### config.mk
export PLATFORM = sky130hd
export DESIGN_NAME = iwr_top
export DESIGN_NICKNAME = d
export VERILOG_FILES = /design/src/core/iwr_pkg.sv /design/src/core/iwr_top.sv /design/src/core/iwr_prescaler.sv /design/src/core/iwr_core.sv
export SDC_FILE = /design/constraint.sdc
export NUM_CORES = 1
export LEC_CHECK = 0
export ABC_AREA = 0
export BUFFER_PORTS_ARGS = -buffer_cell sky130_fd_sc_hd__buf_4
export CORE_MARGIN = 1
export CORE_UTILIZATION = 59
export DETAILED_ROUTE_END_ITERATION = 10
export PLACE_DENSITY_LB_ADDON = 0.08
export SYNTH_ARGS = -nofsm -noshare
export SYNTH_HDL_FRONTEND = slang
export SYNTH_SLANG_ARGS = --single-unit
### constraint.sdc
create_clock -name aclk -period 7.1 [get_ports aclk]
set_input_delay 0.355 -clock aclk [delete_from_list [all_inputs] [get_ports aclk]]
set_output_delay 0.355 -clock aclk [all_outputs]
set_load 0.1 [all_outputs]
### src/core/iwr_pkg.sv
// Constants, register map and state type of the independent watchdog.
// Assumes a 10 MHz register clock; the low-speed oscillator is an enable.
package iwr_pkg;

    localparam int unsigned CLK_FREQ_HZ = 10_000_000;
    localparam int unsigned LSI_FREQ_HZ = 40_000;
    localparam int unsigned LSI_DIV = CLK_FREQ_HZ / LSI_FREQ_HZ;

    localparam int unsigned ADDR_W = 8;
    localparam logic [7:0] OFF_KEY = 8'h00;
    localparam logic [7:0] OFF_DIV = 8'h04;
    localparam logic [7:0] OFF_REL = 8'h08;
    localparam logic [7:0] OFF_STS = 8'h0C;

    localparam int unsigned KEY_W = 16;
    localparam logic [15:0] KEY_UNLOCK = 16'h5555;
    localparam logic [15:0] KEY_RELOAD = 16'hAAAA;
    localparam logic [15:0] KEY_START = 16'hCCCC;

    localparam int unsigned DIV_W = 3;
    localparam int unsigned REL_W = 12;
    localparam logic [2:0] DIV_RESET = 3'h0;
    localparam logic [11:0] REL_RESET = 12'hFFF;
    localparam logic [2:0] DIV_CODE_MAX = 3'h5;
    localparam logic [8:0] DIV_BASE = 9'h004;
    localparam int unsigned PRE_W = 8;
    localparam logic [7:0] PRE_LIMIT_MAX = 8'hFF;

    localparam int unsigned STS_DIV_BIT = 0;
    localparam int unsigned STS_REL_BIT = 1;

    localparam logic [1:0] RESP_OKAY = 2'h0;
    localparam logic [1:0] RESP_SLVERR = 2'h2;

    typedef enum logic [1:0] {
        IWR_IDLE,
        IWR_RUN,
        IWR_FIRED
    } iwr_state_t;

endpackage : iwr_pkg

### src/core/iwr_top.sv
// AXI4-Lite register side of the independent watchdog: key commands,
// write protection, update-pending flags and readback.
// Assumes one AXI4-Lite master; hw_start_option and debug_halt are
// synchronous to aclk.
`timescale 1ns/1ps
module iwr_top
    import iwr_pkg::*;
#(
    parameter int unsigned LSI_CYCLES = LSI_DIV
) (
    input wire logic aclk,
    input wire logic aresetn,
    input wire logic [ADDR_W-1:0] s_axi_awaddr,
    input wire logic s_axi_awvalid,
    output logic s_axi_awready,
    input wire logic [31:0] s_axi_wdata,
    input wire logic [3:0] s_axi_wstrb,
    input wire logic s_axi_wvalid,
    output logic s_axi_wready,
    output logic [1:0] s_axi_bresp,
    output logic s_axi_bvalid,
    input wire logic s_axi_bready,
    input wire logic [ADDR_W-1:0] s_axi_araddr,
    input wire logic s_axi_arvalid,
    output logic s_axi_arready,
    output logic [31:0] s_axi_rdata,
    output logic [1:0] s_axi_rresp,
    output logic s_axi_rvalid,
    input wire logic s_axi_rready,
    input wire logic hw_start_option,
    input wire logic debug_halt,
    output logic watchdog_reset_req
);
    localparam int ACK_WAIT_MAX = 600;

    logic aw_hold_reg, w_hold_reg;
    logic [ADDR_W-1:0] awaddr_reg;
    logic [31:0] wdata_reg;
    logic [3:0] wstrb_reg;
    logic bvalid_reg, rvalid_reg;
    logic [1:0] bresp_reg, rresp_reg;
    logic [31:0] rdata_reg;
    logic unlock_reg, unlock_next;
    logic div_pend_reg, div_pend_next;
    logic rel_pend_reg, rel_pend_next;
    logic [DIV_W-1:0] div_data_reg;
    logic [REL_W-1:0] rel_data_reg;
    logic hw_start_reg;

    logic do_write, do_read;
    logic sel_key, sel_div, sel_rel, sel_sts, wr_mapped;
    logic rsel_key, rsel_div, rsel_rel, rsel_sts, rd_mapped;
    logic key_wr;
    logic [KEY_W-1:0] key_val;
    logic div_wr_ok, rel_wr_ok;
    logic start_cmd, reload_cmd;
    logic [31:0] rdata_next;
    logic div_ack, rel_ack, lsi_tick, pre_tick;
    logic [DIV_W-1:0] divider_code;
    logic [REL_W-1:0] reload_count;

    // Write channel: address and data captured in either order
    assign s_axi_awready = !aw_hold_reg;
    assign s_axi_wready = !w_hold_reg;
    assign s_axi_bvalid = bvalid_reg;
    assign s_axi_bresp = bresp_reg;
    assign do_write = aw_hold_reg && w_hold_reg && !bvalid_reg;

    assign sel_key = (awaddr_reg == OFF_KEY);
    assign sel_div = (awaddr_reg == OFF_DIV);
    assign sel_rel = (awaddr_reg == OFF_REL);
    assign sel_sts = (awaddr_reg == OFF_STS);
    assign wr_mapped = sel_key || sel_div || sel_rel || sel_sts;

    // Key commands need both low byte lanes
    assign key_val = wdata_reg[KEY_W-1:0];
    assign key_wr = do_write && sel_key && (wstrb_reg[1:0] == 2'h3);
    assign start_cmd = key_wr && (key_val == KEY_START);
    assign reload_cmd = key_wr && (key_val == KEY_RELOAD);
    assign unlock_next = key_wr ? (key_val == KEY_UNLOCK)
                                : unlock_reg;

    assign div_wr_ok = do_write && sel_div && wstrb_reg[0]
                       && unlock_reg && !div_pend_reg;
    assign rel_wr_ok = do_write && sel_rel && (wstrb_reg[1:0] == 2'h3)
                       && unlock_reg && !rel_pend_reg;

    // A fresh write wins over an ack landing in the same cycle
    assign div_pend_next = div_wr_ok
                           || (div_pend_reg && !div_ack);
    assign rel_pend_next = rel_wr_ok
                           || (rel_pend_reg && !rel_ack);

    always_ff @(posedge aclk) begin
        if (!aresetn) begin
            aw_hold_reg <= 1'b0;
            awaddr_reg <= '0;
        end else if (s_axi_awvalid && !aw_hold_reg) begin
            aw_hold_reg <= 1'b1;
            awaddr_reg <= s_axi_awaddr;
        end else if (do_write) begin
            aw_hold_reg <= 1'b0;
        end
    end

    always_ff @(posedge aclk) begin
        if (!aresetn) begin
            w_hold_reg <= 1'b0;
            wdata_reg <= '0;
            wstrb_reg <= '0;
        end else if (s_axi_wvalid && !w_hold_reg) begin
            w_hold_reg <= 1'b1;
            wdata_reg <= s_axi_wdata;
            wstrb_reg <= s_axi_wstrb;
        end else if (do_write) begin
            w_hold_reg <= 1'b0;
        end
    end

    always_ff @(posedge aclk) begin
        if (!aresetn) begin
            bvalid_reg <= 1'b0;
            bresp_reg <= RESP_OKAY;
        end else if (do_write) begin
            bvalid_reg <= 1'b1;
            bresp_reg <= wr_mapped ? RESP_OKAY : RESP_SLVERR;
        end else if (s_axi_bready) begin
            bvalid_reg <= 1'b0;
        end
    end

    always_ff @(posedge aclk) begin
        if (!aresetn) begin
            unlock_reg <= 1'b0;
            div_pend_reg <= 1'b0;
            rel_pend_reg <= 1'b0;
            div_data_reg <= DIV_RESET;
            rel_data_reg <= REL_RESET;
            hw_start_reg <= 1'b0;
        end else begin
            unlock_reg <= unlock_next;
            div_pend_reg <= div_pend_next;
            rel_pend_reg <= rel_pend_next;
            hw_start_reg <= hw_start_option;
            if (div_wr_ok) begin
                div_data_reg <= wdata_reg[DIV_W-1:0];
            end
            if (rel_wr_ok) begin
                rel_data_reg <= wdata_reg[REL_W-1:0];
            end
        end
    end

    // Read channel: one outstanding read, answered one cycle later
    assign s_axi_arready = !rvalid_reg;
    assign s_axi_rvalid = rvalid_reg;
    assign s_axi_rdata = rdata_reg;
    assign s_axi_rresp = rresp_reg;
    assign do_read = s_axi_arvalid && !rvalid_reg;

    assign rsel_key = (s_axi_araddr == OFF_KEY);
    assign rsel_div = (s_axi_araddr == OFF_DIV);
    assign rsel_rel = (s_axi_araddr == OFF_REL);
    assign rsel_sts = (s_axi_araddr == OFF_STS);
    assign rd_mapped = rsel_key || rsel_div || rsel_rel || rsel_sts;

    // Key reads as zero; reserved bits read as zero
    assign rdata_next =
        rsel_div ? {29'h0, divider_code} :
        rsel_rel ? {20'h0, reload_count} :
        rsel_sts ? {30'h0, rel_pend_reg, div_pend_reg} :
        32'h0;

    always_ff @(posedge aclk) begin
        if (!aresetn) begin
            rvalid_reg <= 1'b0;
            rdata_reg <= '0;
            rresp_reg <= RESP_OKAY;
        end else if (do_read) begin
            rvalid_reg <= 1'b1;
            rdata_reg <= rdata_next;
            rresp_reg <= rd_mapped ? RESP_OKAY : RESP_SLVERR;
        end else if (s_axi_rready) begin
            rvalid_reg <= 1'b0;
        end
    end

    iwr_prescaler #(
        .LSI_CYCLES(LSI_CYCLES)
    ) u_prescaler (
        .aclk(aclk),
        .aresetn(aresetn),
        .divider_code(divider_code),
        .lsi_tick(lsi_tick),
        .pre_tick(pre_tick)
    );

    iwr_core u_core (
        .aclk(aclk),
        .aresetn(aresetn),
        .lsi_tick(lsi_tick),
        .pre_tick(pre_tick),
        .div_req(div_pend_reg),
        .div_data(div_data_reg),
        .rel_req(rel_pend_reg),
        .rel_data(rel_data_reg),
        .start_cmd(start_cmd),
        .reload_cmd(reload_cmd),
        .hw_start(hw_start_reg),
        .debug_halt(debug_halt),
        .div_ack(div_ack),
        .rel_ack(rel_ack),
        .divider_code(divider_code),
        .reload_count(reload_count),
        .watchdog_reset_req(watchdog_reset_req)
    );
endmodule : iwr_top

### src/core/iwr_prescaler.sv
// Low-speed oscillator enable and the selectable prescaler behind it.
// Assumes the divider code comes from the low-speed side value holder.
`timescale 1ns/1ps
module iwr_prescaler
    import iwr_pkg::*;
#(
    parameter int unsigned LSI_CYCLES = LSI_DIV
) (
    input wire logic aclk,
    input wire logic aresetn,
    input wire logic [DIV_W-1:0] divider_code,
    output logic lsi_tick,
    output logic pre_tick
);
    localparam int unsigned LW = (LSI_CYCLES > 1) ? $clog2(LSI_CYCLES) : 1;
    localparam logic [LW-1:0] LSI_LAST = LW'(LSI_CYCLES - 1);

    logic [LW-1:0] lsi_cnt_reg;
    logic [PRE_W-1:0] pre_cnt_reg;
    logic [8:0] pre_shift;
    logic [PRE_W-1:0] pre_limit;
    logic pre_last;
    logic [PRE_W-1:0] chk_limit;

    assign lsi_tick = (lsi_cnt_reg == LSI_LAST);
    // Divide by 4 << code, codes above the largest by 256
    assign pre_shift = (DIV_BASE << divider_code) - 9'h001;
    assign pre_limit = (divider_code > DIV_CODE_MAX) ? PRE_LIMIT_MAX
                                                     : pre_shift[PRE_W-1:0];
    assign pre_last = (pre_cnt_reg >= pre_limit);
    assign pre_tick = lsi_tick && pre_last;

    // Expected last prescaler count per code, straight from the table
    assign chk_limit = (divider_code == 3'h0) ? 8'h03 :
                       (divider_code == 3'h1) ? 8'h07 :
                       (divider_code == 3'h2) ? 8'h0F :
                       (divider_code == 3'h3) ? 8'h1F :
                       (divider_code == 3'h4) ? 8'h3F :
                       (divider_code == 3'h5) ? 8'h7F : 8'hFF;

    always_ff @(posedge aclk) begin
        if (!aresetn || lsi_tick) begin
            lsi_cnt_reg <= '0;
        end else begin
            lsi_cnt_reg <= lsi_cnt_reg + LW'(1);
        end
    end

    always_ff @(posedge aclk) begin
        if (!aresetn) begin
            pre_cnt_reg <= '0;
        end else if (pre_tick) begin
            pre_cnt_reg <= '0;
        end else if (lsi_tick) begin
            pre_cnt_reg <= pre_cnt_reg + 8'h01;
        end
    end
endmodule : iwr_prescaler

### src/core/iwr_core.sv
// Low-speed side: value holders for divider and reload, and the counter.
// Assumes update requests are levels held until the matching ack pulse.
`timescale 1ns/1ps
module iwr_core
    import iwr_pkg::*;
(
    input wire logic aclk,
    input wire logic aresetn,
    input wire logic lsi_tick,
    input wire logic pre_tick,
    input wire logic div_req,
    input wire logic [DIV_W-1:0] div_data,
    input wire logic rel_req,
    input wire logic [REL_W-1:0] rel_data,
    input wire logic start_cmd,
    input wire logic reload_cmd,
    input wire logic hw_start,
    input wire logic debug_halt,
    output logic div_ack,
    output logic rel_ack,
    output logic [DIV_W-1:0] divider_code,
    output logic [REL_W-1:0] reload_count,
    output logic watchdog_reset_req
);
    iwr_state_t state_reg, state_next;
    logic [REL_W-1:0] cnt_reg;
    logic div_ack_reg, rel_ack_reg;
    logic running, count_step;

    assign running = (state_reg == IWR_RUN);
    assign count_step = running && pre_tick && !debug_halt;
    assign div_ack = div_ack_reg;
    assign rel_ack = rel_ack_reg;
    assign watchdog_reset_req = (state_reg == IWR_FIRED);

    // New values land only on a low-speed edge, and the ack rises on that same edge
    always_ff @(posedge aclk) begin
        if (!aresetn) begin
            divider_code <= DIV_RESET;
            reload_count <= REL_RESET;
            div_ack_reg <= 1'b0;
            rel_ack_reg <= 1'b0;
        end else begin
            div_ack_reg <= lsi_tick && div_req
                           && !div_ack_reg;
            rel_ack_reg <= lsi_tick && rel_req
                           && !rel_ack_reg;
            if (lsi_tick && div_req && !div_ack_reg) begin
                divider_code <= div_data;
            end
            if (lsi_tick && rel_req && !rel_ack_reg) begin
                reload_count <= rel_data;
            end
        end
    end

    always_comb begin
        state_next = state_reg;
        case (state_reg)
            IWR_IDLE: begin
                if (start_cmd || hw_start) begin
                    state_next = IWR_RUN;
                end
            end
            IWR_RUN: begin
                if (cnt_reg == '0 && !reload_cmd) begin
                    state_next = IWR_FIRED;
                end
            end
            IWR_FIRED: state_next = IWR_FIRED;
            default: state_next = IWR_IDLE;
        endcase
    end

    always_ff @(posedge aclk) begin
        if (!aresetn) begin
            state_reg <= IWR_IDLE;
            cnt_reg <= REL_RESET;
        end else begin
            state_reg <= state_next;
            if (reload_cmd) begin
                cnt_reg <= reload_count;
            end else if (count_step && cnt_reg != '0) begin
                cnt_reg <= cnt_reg - 12'h001;
            end
        end
    end
endmodule : iwr_core

Word level (Yosys, flattened, before mapping)
Index checks and enable logic that the tools add are counted.

Bitwise gates (word level): 1. $lt $le $gt $ge: 2. Shifts and indexed selects: 1. Reduce and logical (&&, ||, !) cells: 61. Mux-type cells: 18. $add $sub $neg: 4. Equality and inequality tests: 15.

Operators with widths (number): two-way mux 12 bit (4); equality test 16 bit (second input constant) (2); equality test 8 x 4 -> 1 bit (second input constant) (4); logical AND 1 bit (28); adder 8 x 1 -> 8 bit (second input constant) (2); equality test 16 x 15 -> 1 bit (second input constant) (1); equality test 8 x 3 -> 1 bit (second input constant) (2); zero test 8 bit (2); zero test 12 bit (1); nonzero test 12 bit (1); subtractor 12 x 1 -> 12 bit (second input constant) (1); zero test 1 bit (11); logical OR 1 bit (10); two-way mux 2 bit (5); nonzero test 2 bit (5); equality test 8 bit (second input constant) (1); >= comparator 8 bit (1); two-way mux 8 bit (1); << shifter 3 x 3 -> 8 bit (first input constant) (1); subtractor 8 x 1 -> 8 bit (second input constant) (1); two-way mux 1 bit (7); case mux 2 bit (3 select lines) (1); equality test 2 bit (second input constant) (2); greater-than comparator 3 bit (second input constant) (1); other kinds (7) (7).

Register bits: 132. Output and inout port bits: 42. Bits of input ports: 61.

Logic depth before layout (Yosys ltp)
Word-level depth: 10. Gate-level depth with buffers: 9. Mapped depth without buffers: 7.

By module
A second synthesis with hierarchy kept.

Cells, all modules: 585. Area total of the unflattened synthesis: 5098.6 µm².

By module, submodules not included: iwr_top (cells an instance 294, instances 1, area each 2632.5 µm²); iwr_core (cells an instance 189, instances 1, area each 1539.0 µm²); iwr_prescaler (cells an instance 102, instances 1, area each 927.1 µm²).

Worst setup path before layout
OpenSTA, ideal clock, no wires.

Kind: reg-to-reg. Start: reg bvalid_reg (netlist: s_axi_bvalid). End: reg rel_data_reg[10]. Data required time: 6.971 ns. Path slack: 4.613 ns. Stages on the path, launching flop included: 7. Setup time: 0.129 ns. Data arrival time: 2.358 ns. Buffers on the path: 1. Cells stage by stage: dfxtp_1 > and3b_1 > and3_1 > nand4_1 > buf_1 > mux2i_1 > nand2_1.

Longest elaborated chain between the ends: 6.

Ends and longest elaborated chain: start: declaration (line iwr_top.sv:40) `logic bvalid_reg, rvalid_reg;`; start signal: assignment (line iwr_top.sv:122) `bvalid_reg <= 1'b0;`; start signal: assignment (line iwr_top.sv:125) `bvalid_reg <= 1'b1;`; start signal: assignment (line iwr_top.sv:128) `bvalid_reg <= 1'b0;`; zero test 1 bit (line iwr_top.sv:67) `assign do_write = aw_hold_reg && w_hold_reg && !bvalid_reg;`; logical AND 1 bit (line iwr_top.sv:67); logical AND 1 bit (2 in series) (line iwr_top.sv:85) `assign rel_wr_ok = do_write && sel_rel && (wstrb_reg[1:0] == 2'h3)`; logical AND 1 bit (2 in series) (line iwr_top.sv:86) `&& unlock_reg && !rel_pend_reg;`; end signal: assignment (line iwr_top.sv:149) `rel_data_reg <= wdata_reg[REL_W-1:0];`; end: declaration (line iwr_top.sv:47) `logic [REL_W-1:0] rel_data_reg;`.

Every way passes these cells. A chain may end at the register's enable or synchronous reset.

Worst setup path in the final report
Start: reg awaddr_reg[7]. End: reg u_core.cnt_reg[6].

Longest elaborated chain between the ends: 5. Elaborated cells on any way between the ends: 6.

Ends and longest elaborated chain: start: declaration (line iwr_top.sv:37) `logic [ADDR_W-1:0] awaddr_reg;`; start signal: assignment (line iwr_top.sv:100) `awaddr_reg <= s_axi_awaddr;`; zero test 8 bit (*) (line iwr_top.sv:69) `assign sel_key = (awaddr_reg == OFF_KEY);`; logical AND 1 bit (*) (2 in series) (line iwr_top.sv:77) `assign key_wr = do_write && sel_key && (wstrb_reg[1:0] == 2'h3);`; logical AND 1 bit (*) (line iwr_top.sv:79) `assign reload_cmd = key_wr && (key_val == KEY_RELOAD);`; two-way mux 12 bit or nonzero test 2 bit (tied branches); end signal: assignment (line iwr_core.sv:82) `cnt_reg <= reload_count;`; end signal: assignment (line iwr_core.sv:84) `cnt_reg <= cnt_reg - 12'h001;`; end: declaration (line iwr_core.sv:26) `logic [REL_W-1:0] cnt_reg;`.

Mark *: on every way between the ends. The rest lies on a longest branch, timed or not.

==> metrics.md <==
| Metric | Value |
|---|---|
| Hold Crit Start | hw_start_option |
| Async set-reset flop share out of synthesis | 0% |
| Worst path buffer plus inverter count | 0 |
| Tcrit/Tclk final | between 40 and 50% |
| Placed inst area | roughly 5400 um^2 |
| Fin. Hold Viols | 0 |
| Max_cap viols | 0 |
| Worst setup SP type | flip-flop |
| Max VDD drop | 139 uV |
| Diodes inserted | 0 |
| Vias in the first global route | slightly below 4k |
| Seq pwr share | between 50% and 60% |
| Ports | roughly 100 |
| Status | complete, no violations |
| Critical R2R Capture | u_core.cnt_reg[6] |
| Worst endpoint data arrival time | 3.21 ns |
| Detailed Route Iter0 Violations | 142 |
| Layout cells sized above 1 | roughly 14% |
| Number of post-CTS setup repair buffers | 0 |
| Worst r2r path cells | 5 |
| Comb pwr share | between 10% and 20% |
| Worst slew pin tran | about 1.1 ns |
| Worst path max stage delay | a little over 0.8 ns |
| Hold Path Depth | 2 |
| First-pass GRT wire length | 17300 um |
| # DRC | 0 |
| EDFF count, synth | 0 |
| Synth Flop Type | dfxtp_1 |
| RSZ-0062 raised after global routing | false |
| Synth Cell Area | 5040 um^2 |
| Row cnt | 33 |
| Final Cell Area | 5630 um^2 |
| CTS Hold Bufs | 0 |
| Largest net degree at the start of global routing | 70 |
| P_int | 0.856 mW |
| Max-slew violations | 0 |
| Worst slew margin | around 25% |
| Final wirelength | about 10000 um |
| Number of H-tree levels | 3 |
| PwrDens | ~220 nW/um^2 |
| Synth Instances | 592 |
| Crit-path slowest cell | nor2_1 |
| P&R area growth vs syn | 11.6% |
| Crit path kind | flip-flop to flip-flop |
| Initial core utilization | between 60% and 70% |
| Ys Warns | 0 |
| Chip Width | between 90 and 100 um |
| Avg Cell Area, Syn | between 8 and 9 um^2 |
| Required time worst endpoint | 7.38 ns |
| Dominant delay contributor by cell family on the critical path | simple AND/OR/NAND/NOR gates |
| Max reg flops | 16 |
| WHS Endpoint | hw_start_reg |
| Cell Chain, Critical Path | nor4_1 -> nand4_1 -> nor2_1 -> mux2i_1 -> a311oi_1 |
| Clock slew at reported path FFs | approximately 0.11 ns |
| CTS tree | done |
| Clock Skew | 0.0129 ns |
| LEAKAGE | approximately 2.3 nW |
| Sw Ratio | 30.5% |
| Cell variety after synth | 54 |
| Fill cells | 684 |
| Achievable Freq | roughly 340 MHz |
| Initial antenna violation count | 0 |
| Power Total | 1.23 mW |
| Clock Path Buffers | 2 |
| Core area | slightly above 8000 um^2 |
| Post-synth top area share | 43.7% |
| Critical path peak fanout | 11 |
| Vias | 4157 |
| Die height | about 94 um |
| Net Sw Power | approximately 0.38 mW |
| Hold Path Class | input pin to flip-flop |
| Flop2flop setup slack | 4.17 ns |
| Worst hold slack | around 0.2 ns |
| DP HPWL | 7340 um |
| Worst-Skew Late Latency | 0.37 ns |
| Post-synth top area cell | dfxtp_1 |
| CP Capture Type | flip-flop |
| Register area share after synthesis | a little over two fifths |
| Yosys reg bits | 110 |
| # port buffers | 62 |
| DRT Pass-1 Iters | 4 |
| Clock sinks | 110 |
| Min cycle time layout | ~2.9 ns |
| CTS Buf Count | 9 |
| GR Util All Layers | between 20% and 30% |
| Setup_tns | 0 ns |
| Count leader, synth | dfxtp_1 |
| Antenna viol nets, final | 0 |
| WL per Instance | 13.8 um |
| Placer Congestion | approximately 0.77 |
| Nets | around 710 |
| Top post-synthesis cells by area | dfxtp_1 44%, nand2_1 7.4%, mux2i_1 6.2%, nor2_1 4.9%, ha_1 3.5% |
| Post-synth top cells | 110 x dfxtp_1, 100 x nand2_1, 66 x nor2_1, 33 x a21oi_1, 31 x mux2i_1 |
| Die ar. | ~9000 um^2 |
| Reg-to-reg startpoint | awaddr_reg[7] |
| Root Driver | clkbuf_8 |
| Post-cts sizing count | 0 |
| Vias per std cell | ~5.6 |
| Finish-stage setup viols | 0 |
| Clock share of power | just over 30% |
| GRT overflow | 0 |
-- cell families after synthesis --
kind of cell / Yosys count / share of synthesized area [%]
buffers and inverters: 67 / 6.85
DFF: 110 / 43.7
AOI/OAI and AO/OA: 84 / 11.3
xor gates and xnor gates: 13 / 2.26
adders and majority gates: 14 / 3.47
muxes: 33 / 6.60
and+or+nand+nor: 270 / 25.7
other: 1 / 0.0744
-- cells in the final DEF, fill, tap and decap left out, types with 4 or more instances in the layout --
cell        n
a21oi_1    33
a22oi_1    11
a311oi_1    5
and3_1      4
buf_4      63
clkbuf_8    9
conb_1     22
dfxtp_1   110
ha_1       14
inv_1      12
mux2i_1    31
nand2_1   100
nand2b_1   10
nand3_1    20
nand4_1    10
nor2_1     66
nor2b_1     4
nor3_1     15
nor4_1      8
nor4bb_1    7
o211ai_1    4
o21ai_0     6
o311a_1    10
o31ai_1     4
or3_1       6
xnor2_1     5
xor2_1      8
-- power by group through the flow --
stage	Clock, mW	Combinational [mW]	Sequential, mW
5_1_grt	0.411	0.213	0.656
6_report	0.380	0.198	0.653
2_1_floorplan	0	0.159	0.673
3_5_place_dp	0	0.197	0.667
3_3_place_gp	0	0.194	0.666
4_1_cts	0.385	0.198	0.653
-- routing by layer --
metal / wire [um] / track usage [%] / part of all wire [%] / up-vias
li1: - / - / - / 2097
met1: 4760 / 31.3 / 47 / 1918
met2: 4810 / 41.4 / 47 / 129
met3: 523 / 3.78 / 5.1 / 13
met4: 121 / 9.23 / 1.2 / 0
met5: 0 / 0 / 0 / -
-- cell type report --
type / instances / area [um^2] / share of cell area, %
clock buffer: 10 / 128 / 2.27
clock inverter: 6 / 68.8 / 1.22
inverter: 13 / 48.8 / 0.867
multi-input combinational: 436 / 2570 / 45.8
sequential: 110 / 2200 / 39.1
tap: 105 / 131 / 2.34
timing repair buffer: 63 / 473 / 8.41
-- worst max-delay path by stage --
| stage | startpoint | end | slack [ns] | cells past startpoint |
|---|---|---|---|---|
| 2_1_floorplan | s_axi_bvalid | rel_data_reg[10] | 4.61 | 6 |
| 5_1_grt | awaddr_reg[6] | u_core.cnt_reg[5] | 3.92 | 5 |
| 3_5_place_dp | awaddr_reg[7] | u_core.cnt_reg[5] | 4.23 | 5 |
| 6_report | awaddr_reg[7] | u_core.cnt_reg[6] | 4.17 | 5 |
| 3_3_place_gp | awaddr_reg[6] | u_core.cnt_reg[2] | 4.29 | 5 |
| 4_1_cts | awaddr_reg[7] | u_core.cnt_reg[6] | 4.20 | 5 |
-- stage by stage --
stage / utilization (%) / std cells / setup WS [ns]
detailed placement: 65.7 / 727 / 4.23
global route: 68.1 / 743 / 3.92
floorplan: - / 613 / 4.61
global placement: 65.7 / 727 / 4.29
finish: 68.1 / 743 / 4.17
CTS: 68.1 / 743 / 4.20
(Power assumes the default switching activity.)
